`config.mk`:
```
export PLATFORM = sky130hd
export DESIGN_NAME = bucket_alarm
export DESIGN_NICKNAME = d
export VERILOG_FILES = /design/src/bucket_alarm.v
export VERILOG_INCLUDE_DIRS = /design/src
export SDC_FILE = /design/constraint.sdc
export NUM_CORES = 1
export LEC_CHECK = 0
export BUFFER_PORTS_ARGS = -buffer_cell sky130_fd_sc_hd__clkbuf_2
export CAP_MARGIN = 30
export CORE_MARGIN = 2
export CORE_UTILIZATION = 39
export CTS_CLUSTER_DIAMETER = 80
export CTS_CLUSTER_SIZE = 14
export DETAILED_ROUTE_END_ITERATION = 12
export GPL_ROUTABILITY_DRIVEN = 0
export GPL_TIMING_DRIVEN = 0
export HOLD_SLACK_MARGIN = 0.06
export SLEW_MARGIN = 25
export SYNTH_ARGS = -nofsm -noshare
export SYNTH_HDL_FRONTEND = slang
export SYNTH_SLANG_ARGS = --single-unit
export TNS_END_PERCENT = 20
```
`constraint.sdc`:
```
create_clock -name clock -period 3.9 [get_ports clock]
set_clock_uncertainty 0.15 [all_clocks]
set_input_delay 0.78 -clock clock [delete_from_list [all_inputs] [get_ports clock]]
set_output_delay 0.78 -clock clock [all_outputs]
set_load 0.005 [all_outputs]
```
`src/bucket_alarm_map.vh`:
```
`ifndef BUCKET_ALARM_MAP_VH
`define BUCKET_ALARM_MAP_VH

// ----------------------------------------------------------------
// Register offsets
// ----------------------------------------------------------------
`define SET_LIMIT_CFG3_ADDR 8'h5C
`define CLEAR_LIMIT_CFG3_ADDR 8'h5D
`define DECAY_RATE_CFG3_ADDR 8'h5F

// ----------------------------------------------------------------
// Reset values and fields
// ----------------------------------------------------------------
`define SET_LIMIT_CFG3_RST 8'h06
`define CLEAR_LIMIT_CFG3_RST 8'h04
`define DECAY_RATE_CFG3_RST 2'h1
`define DECAY_FIELD_MSB 1

// ----------------------------------------------------------------
// Timing
// ----------------------------------------------------------------
`define CLOCK_HZ 100000000
`define BUCKET_CYCLE_MS 128
`define BUCKET_CYCLE_CLKS ((`CLOCK_HZ / 1000) * `BUCKET_CYCLE_MS)

`endif

```
`src/bucket_alarm.v`:
```
`timescale 1ns/1ps
`default_nettype none
`include "bucket_alarm_map.vh"

// What this block does
// - Raise the alarm when the accumulator reaches the set limit.
// - Clear a raised alarm once the accumulator has fallen to the clear limit.
// - Both limit registers are fully readable and writable with no side effect.
// - Add one per bad cycle and subtract one per 1, 2, 4 or 8 clean cycles by decay rate.
// - The limit pair applies only to inputs assigned to configuration 3.
// - Each input is judged once per 128 ms bucket cycle.
// - Decay code 00, 01, 10, 11 means one decrement per 128, 256, 512, 1024 ms.
module bucket_alarm #(
   parameter N_INPUTS = 4,
   parameter CYCLE_CLKS = `BUCKET_CYCLE_CLKS
) (
   // Clock and reset
   input wire clock,
   input wire arst_n,
   // Register port
   input wire reg_wr,
   input wire reg_rd,
   input wire [7:0] reg_addr,
   input wire [7:0] reg_wdata,
   output reg [7:0] reg_rdata_ff,
   // Input monitor
   input wire [N_INPUTS-1:0] input_bad,
   input wire [N_INPUTS-1:0] input_in_cfg3,
   // Alarms
   output reg [N_INPUTS-1:0] alarm_ff,
   output reg cycle_tick_ff
);

   // ----------------------------------------------------------------
   // Reset release
   // ----------------------------------------------------------------
   // Reset takes hold at once, but its release is retimed through two flops.
   // This way no flop leaves reset on an edge that is too close to the release.
   reg rst_meta_ff;
   reg rst_n_ff;
   always @(posedge clock or negedge arst_n) begin
      if (!arst_n) begin
         rst_meta_ff <= 1'b0;
         rst_n_ff <= 1'b0;
      end else begin
         rst_meta_ff <= 1'b1;
         rst_n_ff <= rst_meta_ff;
      end
   end

   // ----------------------------------------------------------------
   // Registers
   // ----------------------------------------------------------------
   reg [7:0] set_limit_ff;
   reg [7:0] clear_limit_ff;
   reg [`DECAY_FIELD_MSB:0] decay_rate_ff;

   // ----------------------------------------------------------------
   // Address decode
   // ----------------------------------------------------------------
   wire hit_set;
   wire hit_clear;
   wire hit_decay;
   assign hit_set = (reg_addr == `SET_LIMIT_CFG3_ADDR);
   assign hit_clear = (reg_addr == `CLEAR_LIMIT_CFG3_ADDR);
   assign hit_decay = (reg_addr == `DECAY_RATE_CFG3_ADDR);

   // Plain store
   // A write to any other address is dropped without a trace.
   always @(posedge clock or negedge rst_n_ff) begin
      if (!rst_n_ff) begin
         set_limit_ff <= `SET_LIMIT_CFG3_RST;
         clear_limit_ff <= `CLEAR_LIMIT_CFG3_RST;
         decay_rate_ff <= `DECAY_RATE_CFG3_RST;
      end else if (reg_wr) begin
         if (hit_set) begin
            set_limit_ff <= reg_wdata;
         end
         if (hit_clear) begin
            clear_limit_ff <= reg_wdata;
         end
         if (hit_decay) begin
            decay_rate_ff <= reg_wdata[`DECAY_FIELD_MSB:0];
         end
      end
   end

   // ----------------------------------------------------------------
   // Read back
   // ----------------------------------------------------------------
   // Read back
   // Reading has no side effect, so software may poll the limits freely.
   reg [7:0] nxt_rdata;
   always @* begin
      case (reg_addr)
         `SET_LIMIT_CFG3_ADDR: nxt_rdata = set_limit_ff;
         `CLEAR_LIMIT_CFG3_ADDR: nxt_rdata = clear_limit_ff;
         `DECAY_RATE_CFG3_ADDR: nxt_rdata = {6'h00, decay_rate_ff};
         default: nxt_rdata = 8'h00;
      endcase
   end

   always @(posedge clock or negedge rst_n_ff) begin
      if (!rst_n_ff) begin
         reg_rdata_ff <= 8'h00;
      end else if (reg_rd) begin
         reg_rdata_ff <= nxt_rdata;
      end
   end

   // ----------------------------------------------------------------
   // Bucket cycle timebase
   // ----------------------------------------------------------------
   // The counter is wide enough for the full span at 100 MHz.
   // A much shorter CYCLE_CLKS is only meant to speed up simulation.
   reg [31:0] tick_cnt_ff;
   wire tick_end;
   assign tick_end = (tick_cnt_ff == CYCLE_CLKS - 1);

   always @(posedge clock or negedge rst_n_ff) begin
      if (!rst_n_ff) begin
         tick_cnt_ff <= 32'h0000_0000;
         cycle_tick_ff <= 1'b0;
      end else if (tick_end) begin
         tick_cnt_ff <= 32'h0000_0000;
         cycle_tick_ff <= 1'b1;
      end else begin
         tick_cnt_ff <= tick_cnt_ff + 32'h0000_0001;
         cycle_tick_ff <= 1'b0;
      end
   end

   reg [3:0] decay_span;
   always @* begin
      case (decay_rate_ff)
         2'h0: decay_span = 4'h1;
         2'h1: decay_span = 4'h2;
         2'h2: decay_span = 4'h4;
         default: decay_span = 4'h8;
      endcase
   end

   // ----------------------------------------------------------------
   // Per-input buckets
   // ----------------------------------------------------------------
   // Bad inputs are sampled on the tick; the monitor must hold its verdict then.
   // The accumulator saturates at both ends, so a long outage cannot wrap round
   // to zero and silently drop the alarm.
   genvar i;
   generate
      for (i = 0; i < N_INPUTS; i = i + 1) begin : g_bucket
         reg [7:0] acc_ff;
         reg [3:0] clean_ff;
         reg [7:0] nxt_acc;
         reg [3:0] nxt_clean;
         reg nxt_alarm;
         wire leak_due;
         wire at_set;
         wire at_clear;

         assign leak_due = ((clean_ff + 4'h1) >= decay_span);

         always @* begin
            nxt_acc = acc_ff;
            if (input_bad[i]) begin
               if (acc_ff != 8'hFF) begin
                  nxt_acc = acc_ff + 8'h01;
               end
            end else if (leak_due && acc_ff != 8'h00) begin
               nxt_acc = acc_ff - 8'h01;
            end
         end

         always @* begin
            if (input_bad[i] || leak_due) begin
               nxt_clean = 4'h0;
            end else begin
               nxt_clean = clean_ff + 4'h1;
            end
         end

         assign at_set = (nxt_acc >= set_limit_ff);
         assign at_clear = (nxt_acc <= clear_limit_ff);

         // Hysteresis between limits
         // Set wins when software lets the limits overlap, so a bad input is never hidden.
         always @* begin
            if (at_set) begin
               nxt_alarm = 1'b1;
            end else if (at_clear) begin
               nxt_alarm = 1'b0;
            end else begin
               nxt_alarm = alarm_ff[i];
            end
         end

         always @(posedge clock or negedge rst_n_ff) begin
            if (!rst_n_ff) begin
               acc_ff <= 8'h00;
               clean_ff <= 4'h0;
               alarm_ff[i] <= 1'b0;
            end else if (!input_in_cfg3[i]) begin
               acc_ff <= 8'h00;
               clean_ff <= 4'h0;
               alarm_ff[i] <= 1'b0;
            end else if (cycle_tick_ff) begin
               acc_ff <= nxt_acc;
               clean_ff <= nxt_clean;
               alarm_ff[i] <= nxt_alarm;
            end
         end
      end
   endgenerate

endmodule // bucket_alarm

`default_nettype wire

```
==> results.txt, run 1 <==
* Result of the run: completed
* DRT met1 WL: 10100 um
- For the pin with the worst max-slew slack, the measured transition is 880 ps.
* Average wire length per cell after detail routing: between 15 and 20 um
* Total clock buffers created by CTS: 17
- The completed layout was analyzed and its total power is ~3.3 mW.
* Number of standard-cell rows in the floorplan: 54
- The core region is 21800 um^2.
- The synthesized design contains 0 enable-type register cells.
- The analysis attributes to cell leakage a power of 4.73 nW.
- After routing, the total negative slack on setup checks comes to 0 ps.
- The worst setup path is captured at a register.
- The H-tree generated during clock tree synthesis spans 4 levels.
* Areal power density over the cells: between 300 and 400 nW/um^2
* DPL Wire Length: 16300 um
- The routed layout has between 7000 and 8000 vias.
* Shortest period the worst path allows: about 3800 ps
* IO Port Bufs: 36
- Drt total wl: about 23000 um
- Startpoint type of the worst setup path: register
- Via count of the first global-routing pass: 7109
- Setup violation total in the final timing report: 0
* Top flip-flop cell by instance count after synthesis: sky130_fd_sc_hd__dfrtp_1
- The clock reaches the later pin of the worst-skew pair after approximately 430 ps.
- Starting utilization of the core area: about two fifths
* Routed length on met2: approximately 11000 um
* Worst hold path type: reg2async
* Amount of wire on met3 after detailed routing: about 1100 um
- The net count of the finished layout is around 1200.
- Worst endpoint data arrival time: between 3000 and 4000 ps
- After clock tree synthesis, the clock-pin slew on the worst setup and hold paths is roughly 60 ps.
* Total global-route track usage: about 19%
- Mapped Nets: between 1000 and 1500
- Averaged over all synthesized cells, the footprint is approximately 9.0 um^2.
- The mapped netlist covers 8680 um^2.
- Net switching is 27.7% of the power.
- Synthesis Warnings: 0
- Leaving out fill and tap cells, the most frequent cells in the layout are 104 x sky130_fd_sc_hd__dfrtp_1, 93 x sky130_fd_sc_hd__ha_1, 79 x sky130_fd_sc_hd__nand2_1, 72 x sky130_fd_sc_hd__nor2_1, 49 x sky130_fd_sc_hd__inv_1.
- Sequential cells account for a little under two fifths of the total power.
- Setup repair after global routing missed its margin: yes
* Area of all placed cells without fillers: approximately 10000 um^2
- Internal power comes to roughly 2.4 mW.
* Number of register bits inferred by synthesis: approximately 110
- Flop2flop setup slack: about 84 ps
* Maximum operating frequency: around 260 MHz
- In the routed design, unresolved DRC markers number 0.
- CTS saw around 110 sinks.
- The netlist uses 83 different library cells.
- After synthesis, the share of flip-flops with an asynchronous set or reset is 100%.
- Pins over their slew limit: 0
- Placed cell areas: 9260 um^2
- Signal routing reaches up to met4.
- Worst slew margin relative to its limit: between 40% and 50%
- Initial antenna violation count: 0
- Area Overhead vs Synth: 20.3%
- Synthesis produced 962 cells.
- DIE AREA: between 20000 and 25000 um^2
* Sequential fraction of the synthesis area: ~33%
* Relative contribution of combinational cells to total power: about 15%
- Remaining antenna violation count: 0
* Root buffer cell: sky130_fd_sc_hd__clkbuf_16
- The setup path with the least slack is of type reg2reg.
- Final period util: between 90% and 100%
* Max clock buf depth: 2
- The number of hold-slack violations in the final timing report is 0.
- The number of antenna diodes in the final layout is 0.
- Global routing finished with a remaining overflow of 0.
- Dividing the detail-routed via count by the number of cells gives roughly 5.6.
- The first global-routing pass estimated 36500 um of wire.
* First-pass iteration count of the detailed router: 7
* Horizontal die dimension: approximately 150 um
- Switching power total: about 900 uW
- Entering global routing, the biggest net connects 49 pins.
* Highest ir drop seen on vdd: between 0.2 and 0.25 mV
* Proportion of layout cells with a drive suffix above 1: 19.8%
- For this design the top-level I/O count stands at between 40 and 50.
- Highest net fanout along the worst path: 5
- The floorplan step set the die height to around 150 um.
- DR iter-0 viols: 520
* CTS tree: built
- Required time of the critical path: 4060 ps
- Relative contribution of the clock network to total power: between 40 and 50%
- Maximum capacitance violations: 0
- The library cell used most frequently in the layout, excluding fill and tap cells, is sky130_fd_sc_hd__dfrtp_1.
power by group through the flow:
stage	combinational, mW	clock (mW)	sequential [mW]
after floorplan	0.281	0	1.24
after CTS	0.415	1.59	1.21
final	0.480	1.56	1.21
after global placement	0.369	0	1.25
after global routing	0.537	1.64	1.21
after detailed placement	0.401	0	1.23
routing by layer:
| metal | up-vias | GRT usage (%) |
|---|---|---|
| met5 | - | 0 |
| met4 | 0 | 7.32 |
| met3 | 34 | 3.86 |
| met2 | 175 | 32.2 |
| met1 | 3638 | 24.8 |
| li1 | 3672 | - |
registers in the layout (all words and copies together), names as in the netlist:
| name | flops |
|---|---|
| tick_cnt_ff | 32 |
| clear_limit_ff | 8 |
| reg_rdata_ff | 8 |
| cycle_tick_ff | 1 |
| alarm_ff | 4 |
| decay_rate_ff | 2 |
| g_bucket.acc_ff | 32 |
| g_bucket.clean_ff | 16 |
| rst_n_ff | 1 |
| rst_meta_ff | 1 |
| set_limit_ff | 8 |
area by class of cell:
class                      count  area (um^2)
fill                        2100        11400
multi-input combinational    760         5860
sequential                   113         2840
clock buffer                  19          433
timing repair buffer          65          433
tap                          280          350
inverter                      51          191
buffer                        38          174
clock inverter                13          153
final timing paths:
| check | start | depth (start not counted) | endpoint |
|---|---|---|---|
| max | decay_rate_ff[0]$_DFFE_PN1P_ | 15 | alarm_ff[2]$_DFFE_PN0P_ |
| min | rst_n_ff$_DFF_PN0_ | 0 | tick_cnt_ff[25]$_DFF_PN0_ |
| max reg2reg | decay_rate_ff[0]$_DFFE_PN1P_ | 15 | alarm_ff[2]$_DFFE_PN0P_ |
| min reg2reg | rst_n_ff$_DFF_PN0_ | 0 | tick_cnt_ff[25]$_DFF_PN0_ |
| max in group asynchronous | rst_n_ff$_DFF_PN0_ | 1 | decay_rate_ff[0]$_DFFE_PN1P_ |
| min in group clock | rst_meta_ff$_DFF_PN0_ | 0 | rst_n_ff$_DFF_PN0_ |
synthesized netlist by cell type, types with 11 or more instances:
| master | number | area share (%) |
|---|---|---|
| sky130_fd_sc_hd__nand4_1 | 21 | 1.5 |
| sky130_fd_sc_hd__clkbuf_1 | 25 | 1.1 |
| sky130_fd_sc_hd__nor2b_1 | 12 | 0.87 |
| sky130_fd_sc_hd__ha_1 | 97 | 14 |
| sky130_fd_sc_hd__inv_1 | 51 | 2.2 |
| sky130_fd_sc_hd__and3_1 | 20 | 1.4 |
| sky130_fd_sc_hd__xor2_1 | 30 | 3.0 |
| sky130_fd_sc_hd__nor3_1 | 18 | 1.0 |
| sky130_fd_sc_hd__a21oi_1 | 39 | 2.2 |
| sky130_fd_sc_hd__o22ai_1 | 12 | 0.87 |
| sky130_fd_sc_hd__o21ai_0 | 45 | 2.6 |
| sky130_fd_sc_hd__mux2_2 | 21 | 2.7 |
| sky130_fd_sc_hd__nand2b_1 | 17 | 1.2 |
| sky130_fd_sc_hd__or3_1 | 13 | 0.94 |
| sky130_fd_sc_hd__xnor2_1 | 31 | 3.1 |
| sky130_fd_sc_hd__nor2_1 | 77 | 3.3 |
| sky130_fd_sc_hd__mux2i_1 | 20 | 2.3 |
| sky130_fd_sc_hd__nand3_1 | 50 | 2.9 |
| sky130_fd_sc_hd__dfrtp_1 | 109 | 31 |
| sky130_fd_sc_hd__buf_2 | 11 | 0.63 |
| sky130_fd_sc_hd__nand2_1 | 81 | 3.5 |
metrics by stage:
step                utilization [%]  setup slack, ps  cells  hold slack (ps)
detailed placement             42.4             -760   1280              141
global placement               42.2            -1180   1278              192
CTS                            45.8            -34.9   1317              147
finish                         47.8             83.9   1339              129
global route                   47.8            -79.1   1339              174
floorplan                         -              154    962              181
worst max-delay path, cell delays in order, from the launching register on:
cell                        delay [ps]
sky130_fd_sc_hd__dfstp_2           640
sky130_fd_sc_hd__nor2_4            100
sky130_fd_sc_hd__ha_4              240
sky130_fd_sc_hd__nand2b_4          140
sky130_fd_sc_hd__a2111oi_4         460
sky130_fd_sc_hd__buf_4             200
sky130_fd_sc_hd__nor3b_4            50
sky130_fd_sc_hd__nand2_1            60
sky130_fd_sc_hd__o21ai_1            70
sky130_fd_sc_hd__o21ai_2           210
sky130_fd_sc_hd__ha_1              290
sky130_fd_sc_hd__nor2b_4           140
sky130_fd_sc_hd__o211ai_1          180
sky130_fd_sc_hd__a21oi_1            90
sky130_fd_sc_hd__or4b_4            470
sky130_fd_sc_hd__a32o_1            210
what timing repair did:
action | in CTS | in global routing
resized for setup | 25 | 55
endpoints found under the setup margin | 4 | 4
setup buffers | 4 | 22
hold buffers | 1 | 0
hold endpoints to repair | 2 | 0
pin swaps | 3 | 30
cell families (layout without fill, tap and decap cells):
kind of cell / after synthesis / after routing / synth area share [%]
adders and majority gates: 97 / 97 / 14.0
muxes: 41 / 41 / 5.03
and+or+nand+nor: 364 / 364 / 22.5
other: 1 / 1 / 0.0432
AOI/OAI and AO/OA: 196 / 196 / 15.5
buffers and inverters: 89 / 186 / 4.14
xor gates and xnor gates: 61 / 61 / 6.16
DFF: 113 / 113 / 32.6
No activity file was read; power rests on OpenSTA's default activity.
==> inputs of run 2 (changes only) <==
BUFFER_PORTS_ARGS = not set   (was -buffer_cell sky130_fd_sc_hd__clkbuf_2)
DONT_BUFFER_PORTS = 1   (was not set)
==> results.txt, run 2 (synthesis results as in run 1) <==
* Result of the run: completed
* Highest net fanout along the worst path: 5
* Initial antenna violation count: 0
- Entering global routing, the biggest net connects a little under 50 pins.
- CP delay by family, top: compound AO/OA/AOI/OAI gates
- Proportion of layout cells with a drive suffix above 1: roughly 17%
- Relative contribution of the clock network to total power: around half
- Across the VDD grid, the largest voltage drop is roughly 0.22 mV.
- Number of non-filler instances in the completed layout: between 1000 and 1500
- Walking the worst path, the cells encountered are buf_4 > nand2_2 > ha_2 > o21a_1 > nor2_4 > nor4_4 > buf_4 > nand3b_1 > nand2_2 > xor2_4 > ha_1 > and3_1 > a221o_1 > a21oi_1 > a31oi_1 > o21ai_1 > a21oi_1.
- After the first detailed-routing iteration, the DRC count stood at ~460.
* Maximum capacitance violations: 0
- Leakage component of the power: ~4.6 nW
- Average via count per standard cell: between 5 and 6
* Height of the chip: about 150 um
- TritonCTS created 17 clock buffers.
- Pins over their slew limit: 0
* Net switching fraction of the power: 27.6%
- The die covers between 20000 and 25000 um^2.
- Max clock buf depth: 2
- Wire length of the first global-routing pass: roughly 37000 um
* Highest-count cells in the layout ignoring fill and taps: 104 x sky130_fd_sc_hd__dfrtp_1, 89 x sky130_fd_sc_hd__ha_1, 79 x sky130_fd_sc_hd__nand2_1, 71 x sky130_fd_sc_hd__nor2_1, 50 x sky130_fd_sc_hd__nand3_1
- Horizontal die dimension: around 150 um
- First-pass iteration count of the detailed router: 5
* Number of standard-cell rows in the floorplan: 54
* Worst-margin pin slew: between 900 and 1000 ps
- Most common cell after layout, fill and taps aside: sky130_fd_sc_hd__dfrtp_1
- Worst slew margin relative to its limit: a little under two fifths
- Summed over all nets, the switching power comes to 894 uW.
- Flop2flop setup slack: around 40 ps
* Number of placed cells counting well taps: 1244
- Type of the setup path with the least slack: reg2reg
- The area growth from synthesis to layout is 19.3%.
- The worst setup path is captured at a register.
- Final Power: roughly 3.2 mW
- Number of antenna cells inserted: 0
- After floorplanning, the core was sized to cover around 22000 um^2.
- Worst hold path type: reg2async
- Among all stages on the critical path, the largest delay is contributed by sky130_fd_sc_hd__dfstp_2.
- Final period util: between 90% and 100%
* Root buffer cell: sky130_fd_sc_hd__clkbuf_16
- Detailed placement finished with a half-perimeter wire length of between 15000 and 20000 um.
- Data arrives at the worst endpoint at approximately 4000 ps.
* IO Port Bufs: 0
* Required time of the critical path: a little over 4000 ps
- Registers are responsible for a little under two fifths of the overall power.
- Wires add up to 22800 um.
- CTS sink count: between 100 and 150
* Buffers and inverters on the worst path: 2
* I/O pin total: 41
- Timing would allow up to between 200 and 300 MHz.
- Setup violations remaining at the end of the flow were counted as 0.
* Starting utilization of the core area: around 40%
- Global routing used around 20% of the available tracks.
* Final Hold Vio Count: 0
- Once detail routing completed, the nets flagged for antenna violations numbered 0.
- After the last flow step, the layout net total stands at between 1000 and 1500.
- Average wire length per cell after detail routing: ~17 um
- Worst stage delay on the critical path: ~600 ps
- The H-tree was split into 4 levels.
- CTS tree: built
- The smallest clock period supported by the final layout is computed as 3860 ps.
- Areal power density over the cells: between 300 and 400 nW/um^2
- Setup repair after global routing missed its margin: yes
* Fillers: just over 2000
- The via count of the first global-routing pass came to around 7000.
* DR vias: 7420
- Internal power contribution: 2.34 mW
* Relative contribution of combinational cells to total power: 14.4%
* Clk_lat worst skew: about 430 ps
- Clock-pin slew on the worst setup and hold paths: 60 ps
- Post-detailed-route DRC marker count: 0
* Leftover overflow at the end of global routing: 0
* Top Registers: g_bucket.acc_ff x32, tick_cnt_ff x32, g_bucket.clean_ff x16
* Startpoint type of the worst setup path: register
## run 2: worst paths after layout
| check | start | endpoint | depth (start not counted) |
|---|---|---|---|
| worst max-delay path | decay_rate_ff[0]$_DFFE_PN1P_ | alarm_ff[0]$_DFFE_PN0P_ | 17 |
| worst min-delay path | rst_n_ff$_DFF_PN0_ | tick_cnt_ff[24]$_DFF_PN0_ | 0 |
| worst max register to register | decay_rate_ff[0]$_DFFE_PN1P_ | alarm_ff[0]$_DFFE_PN0P_ | 17 |
| worst min register to register | rst_n_ff$_DFF_PN0_ | tick_cnt_ff[24]$_DFF_PN0_ | 0 |
| max in group asynchronous | rst_n_ff$_DFF_PN0_ | decay_rate_ff[0]$_DFFE_PN1P_ | 1 |
| min in group clock | rst_meta_ff$_DFF_PN0_ | rst_n_ff$_DFF_PN0_ | 0 |
## run 2: cell type report
class / count / area [um^2] / share of cell area, %
inverter: 51 / 191 / 1.85
clock inverter: 14 / 156 / 1.51
buffer: 38 / 174 / 1.68
tap: 280 / 350 / 3.39
clock buffer: 18 / 429 / 4.15
timing repair buffer: 32 / 308 / 2.97
sequential: 113 / 2840 / 27.5
multi-input combinational: 760 / 5900 / 57.0
## run 2: what timing repair did
item	CTS	global route
hold buffers	1	0
setup endpoints to repair	4	4
pin swaps	11	26
buffers inserted	12	18
hold endpoints to repair	2	0
gates resized for setup	34	46
## run 2: power by group through the flow
stage	Sequential [mW]	Clock, mW	Combinational (mW)
after floorplan	1.24	0	0.281
after global placement	1.25	0	0.351
after detailed placement	1.23	0	0.384
after CTS	1.21	1.59	0.414
after global routing	1.21	1.65	0.518
final	1.21	1.56	0.466
## run 2: layer usage
layer	vias up	wire length, um	GRT usage (%)
met1	3598	10200	25.7
met2	170	11100	32.3
met3	30	1040	4.28
met4	0	416	5.73
met5	-	0	0
li1	3622	-	-
## run 2: metrics by stage
| step | hold slack, ps | setup slack [ps] | util, % | instance area, um^2 | setup TNS [ps] |
|---|---|---|---|---|---|
| after floorplan | 181 | 154 | - | 8680 | 0 |
| after global placement | 192 | -1220 | 41.4 | 9030 | -131280 |
| after detailed placement | 85.5 | -697 | 41.6 | 9090 | -2100 |
| after CTS | 88.3 | -11.4 | 45.6 | 9940 | -11.4 |
| after global routing | 105 | -42.5 | 47.4 | 10300 | -138 |
| final | 72.3 | 40.2 | 47.4 | 10300 | 0 |
==> inputs of run 3 (changes only) <==
CORE_MARGIN = 5   (was 2)
==> results.txt, run 3 (synthesis results as in run 1) <==
* Worst endpoint data arrival time: 3970 ps
- Leftover overflow at the end of global routing: 0
* Top Registers: g_bucket.acc_ff x32, tick_cnt_ff x32, g_bucket.clean_ff x16
* Remaining antenna violation count: 0
- Number of placed cells counting well taps: approximately 1200
- The number of hold-slack violations in the final timing report came to 0.
- For this run, design rule violations remaining after detail routing come to 0.
- Core footprint: between 20000 and 25000 um^2
- STA puts the critical path data required time at around 4000 ps.
- The analysis attributes to net switching a power of 849 uW.
- Global routing used under 10% of the available met3 tracks.
- Static timing analysis puts the maximum clock frequency at ~260 MHz.
- The number of antenna diodes in the final layout is 0.
* I/O pin total: 41
- Number of standard-cell rows in the floorplan: 54
- Crit-path cells: nand2b_4 > buf_4 > ha_1 > o21a_1 > nor2_4 > nor2_1 > nand4_1 > xnor2_1 > o21ai_0 > ha_1 > nand3_1 > nor2_1 > a2111o_1 > o22ai_1 > o22ai_1
* Result of the run: completed
- Clk_lat worst skew: ~430 ps
* Setup violation total in the final timing report: 0
- Worst-margin pin slew: a little under 1000 ps
* Worst hold path type: reg2async
- Combinational logic burns 13.1% of the power.
- Combined area of the multi-input logic cells: between 5000 and 6000 um^2
* Maximum capacitance violations: 0
* CTS sink count: about 110
* Horizontal die dimension: between 150 and 200 um
- The number of antenna violations at the first check in global routing is 0.
- The clock passes through at most 2 buffers.
* Final period util: between 90% and 100%
- Global routing consumed, on the met1 layer, between 20 and 25% of the routing resources.
- Counting the fill cells in the layout gives a little over 2000.
- Buffers and inverters on the worst path: 1
- Highest-count cells in the layout ignoring fill and taps: 105 x sky130_fd_sc_hd__dfrtp_1, 92 x sky130_fd_sc_hd__ha_1, 79 x sky130_fd_sc_hd__nand2_1, 72 x sky130_fd_sc_hd__nor2_1, 50 x sky130_fd_sc_hd__nand3_1
- Input and output buffers added on the ports amount to 0.
- CP delay by family, top: compound AO/OA/AOI/OAI gates
* Highest ir drop seen on vdd: 0.272 mV
- Crit. path cell count: 15
* Critical path endpoint category: register
* First-pass iteration count of the detailed router: 5
- Pins over their slew limit: 0
- In the routed layout, each cell is associated on average with a via count of 5.61.
- Area taken by flip-flops and latches: between 2000 and 3000 um^2
- Wire length of the first global-routing pass: 36200 um
- The internal power of the cells totals around 2.5 mW.
- Area Overhead vs Synth: 17.9%
* Worst slew margin relative to its limit: 35.4%
* Final standard cell utilization of the core: between 40% and 50%
- Prior to clock tree synthesis, the placed netlist has a worst setup slack of -677 ps.
- CTS H-tree depth: 4
- Starting utilization of the core area: about two fifths
- Root buffer cell: sky130_fd_sc_hd__clkbuf_16
- The worst register-to-register path ends at alarm_ff[1]$_DFFE_PN0P_.
- Average wire length per cell after detail routing: ~18 um
- For this design the static power due to leakage is 4.55 nW.
- Global routing used around 18% of the available tracks across all layers.
- Launch instance of the worst register-to-register path: decay_rate_ff[0]$_DFFE_PN1P_
* Net switching fraction of the power: around 25%
- Across all register-to-register paths, the minimum setup slack is 80 ps.
- Clock-pin slew was measured on the worst setup and hold paths at 60 ps.
- Routing usage on met2: between 20 and 30%
- Areal power density over the cells: between 300 and 400 nW/um^2
- The routed design could run at a clock period as short as between 3000 and 4000 ps.
- The routed layout has between 7000 and 8000 vias.
- Entering global routing, the biggest net connects 44 pins.
- Type of the setup path with the least slack: reg2reg
* DR iter-0 viols: slightly below 400
- After the flow finishes, the layout carries non-filler instances totaling between 1000 and 1500.
* DPL Wire Length: roughly 16000 um
* CTS tree: built
- Number of cells on the worst reg-to-reg path: 15
* Portion of total power attributed to sequential cells: a little over a third
* Drt total wl: 22700 um
- Height of the chip: approximately 160 um
- The via count of the first global-routing pass is roughly 7000.
- Total clock buffers created by CTS: 17
- met2 is the most crowded layer.
- Setup slack on the critical path of the routed design comes to around 80 ps.
* Cell with the largest stage delay on the worst path: sky130_fd_sc_hd__dfstp_2
- Highest net fanout along the worst path: 5
* Net count reported at finish: ~1100
- Worst stage delay on the critical path: 650 ps
- Proportion of layout cells with a drive suffix above 1: 15.9%
- The clock network is responsible for around half of the overall power.
- The library cell used most frequently in the layout, excluding fill and tap cells, is sky130_fd_sc_hd__dfrtp_1.
- Setup repair after global routing missed its margin: yes
* DIE AREA: 25300 um^2
- Startpoint type of the worst setup path: register
[run 3: changes by cell type in the layout (fill, tap and decap cells not counted), moves of 2 or more]
cell                        delta
sky130_fd_sc_hd__a21oi_1       -2
sky130_fd_sc_hd__a21oi_2       +2
sky130_fd_sc_hd__buf_4         -5
sky130_fd_sc_hd__bufinv_16     +2
sky130_fd_sc_hd__clkbuf_8      +4
sky130_fd_sc_hd__clkinv_4      -3
sky130_fd_sc_hd__ha_1          +3
sky130_fd_sc_hd__ha_4          -4
sky130_fd_sc_hd__inv_6         -4
sky130_fd_sc_hd__nor2_4        -2
[run 3: worst max-delay path by stage]
stage | from | endpoint | slack [ps]
detailed placement | decay_rate_ff[1]$_DFFE_PN0P_ | alarm_ff[0]$_DFFE_PN0P_ | -680
CTS | decay_rate_ff[0]$_DFFE_PN1P_ | alarm_ff[3]$_DFFE_PN0P_ | -50
global route | decay_rate_ff[1]$_DFFE_PN0P_ | alarm_ff[2]$_DFFE_PN0P_ | -40
finish | decay_rate_ff[0]$_DFFE_PN1P_ | alarm_ff[1]$_DFFE_PN0P_ | 80
floorplan | g_bucket[2].acc_ff[1]$_DFFE_PN0P_ | alarm_ff[2]$_DFFE_PN0P_ | 150
global placement | rst_n_ff$_DFF_PN0_ | g_bucket[0].acc_ff[6]$_DFFE_PN0P_ | -1200
[run 3: area by class of cell]
class / instances / area share [%]
Multi-Input combinational cell: 760 / 56.9
Tap cell: 280 / 3.42
Clock inverter: 9 / 1.49
Clock buffer: 23 / 4.77
Timing Repair Buffer: 24 / 2.10
Inverter: 51 / 1.87
Sequential cell: 113 / 27.8
Buffer: 38 / 1.66
[run 3: power groups by stage]
stage	sequential, mW	clock (mW)	combinational, mW
finish	1.21	1.71	0.441
floorplan	1.24	0	0.281
CTS	1.21	1.75	0.393
global placement	1.25	0	0.351
global route	1.22	1.81	0.499
detailed placement	1.23	0	0.378
[run 3: through the flow]
stage          area (um^2)  hold slack (ps)  TNS [ps]  power [mW]
2_1_floorplan         8680              181         0        1.52
3_3_place_gp          9030              191   -129400        1.60
3_5_place_dp          9080              187     -2160        1.61
4_1_cts               9850              186     -87.9        3.35
5_1_grt              10200              219      -119        3.52
6_report             10200              155         0        3.37
[run 3: what timing repair did]
action / 4_1_cts / 5_1_grt
setup buffers: 3 / 18
hold buffers: 1 / 0
gates resized for setup: 21 / 51
endpoints found under the setup margin: 4 / 4
pin swaps: 3 / 24
hold endpoints to repair: 2 / 0
[run 3: metal layers]
metal	part of all wire (%)	routed length (um)	vias up
met2	49	11100	149
met4	1.9	443	0
met5	0	0	-
li1	-	-	3609
met3	3.9	891	32
met1	45	10300	3489
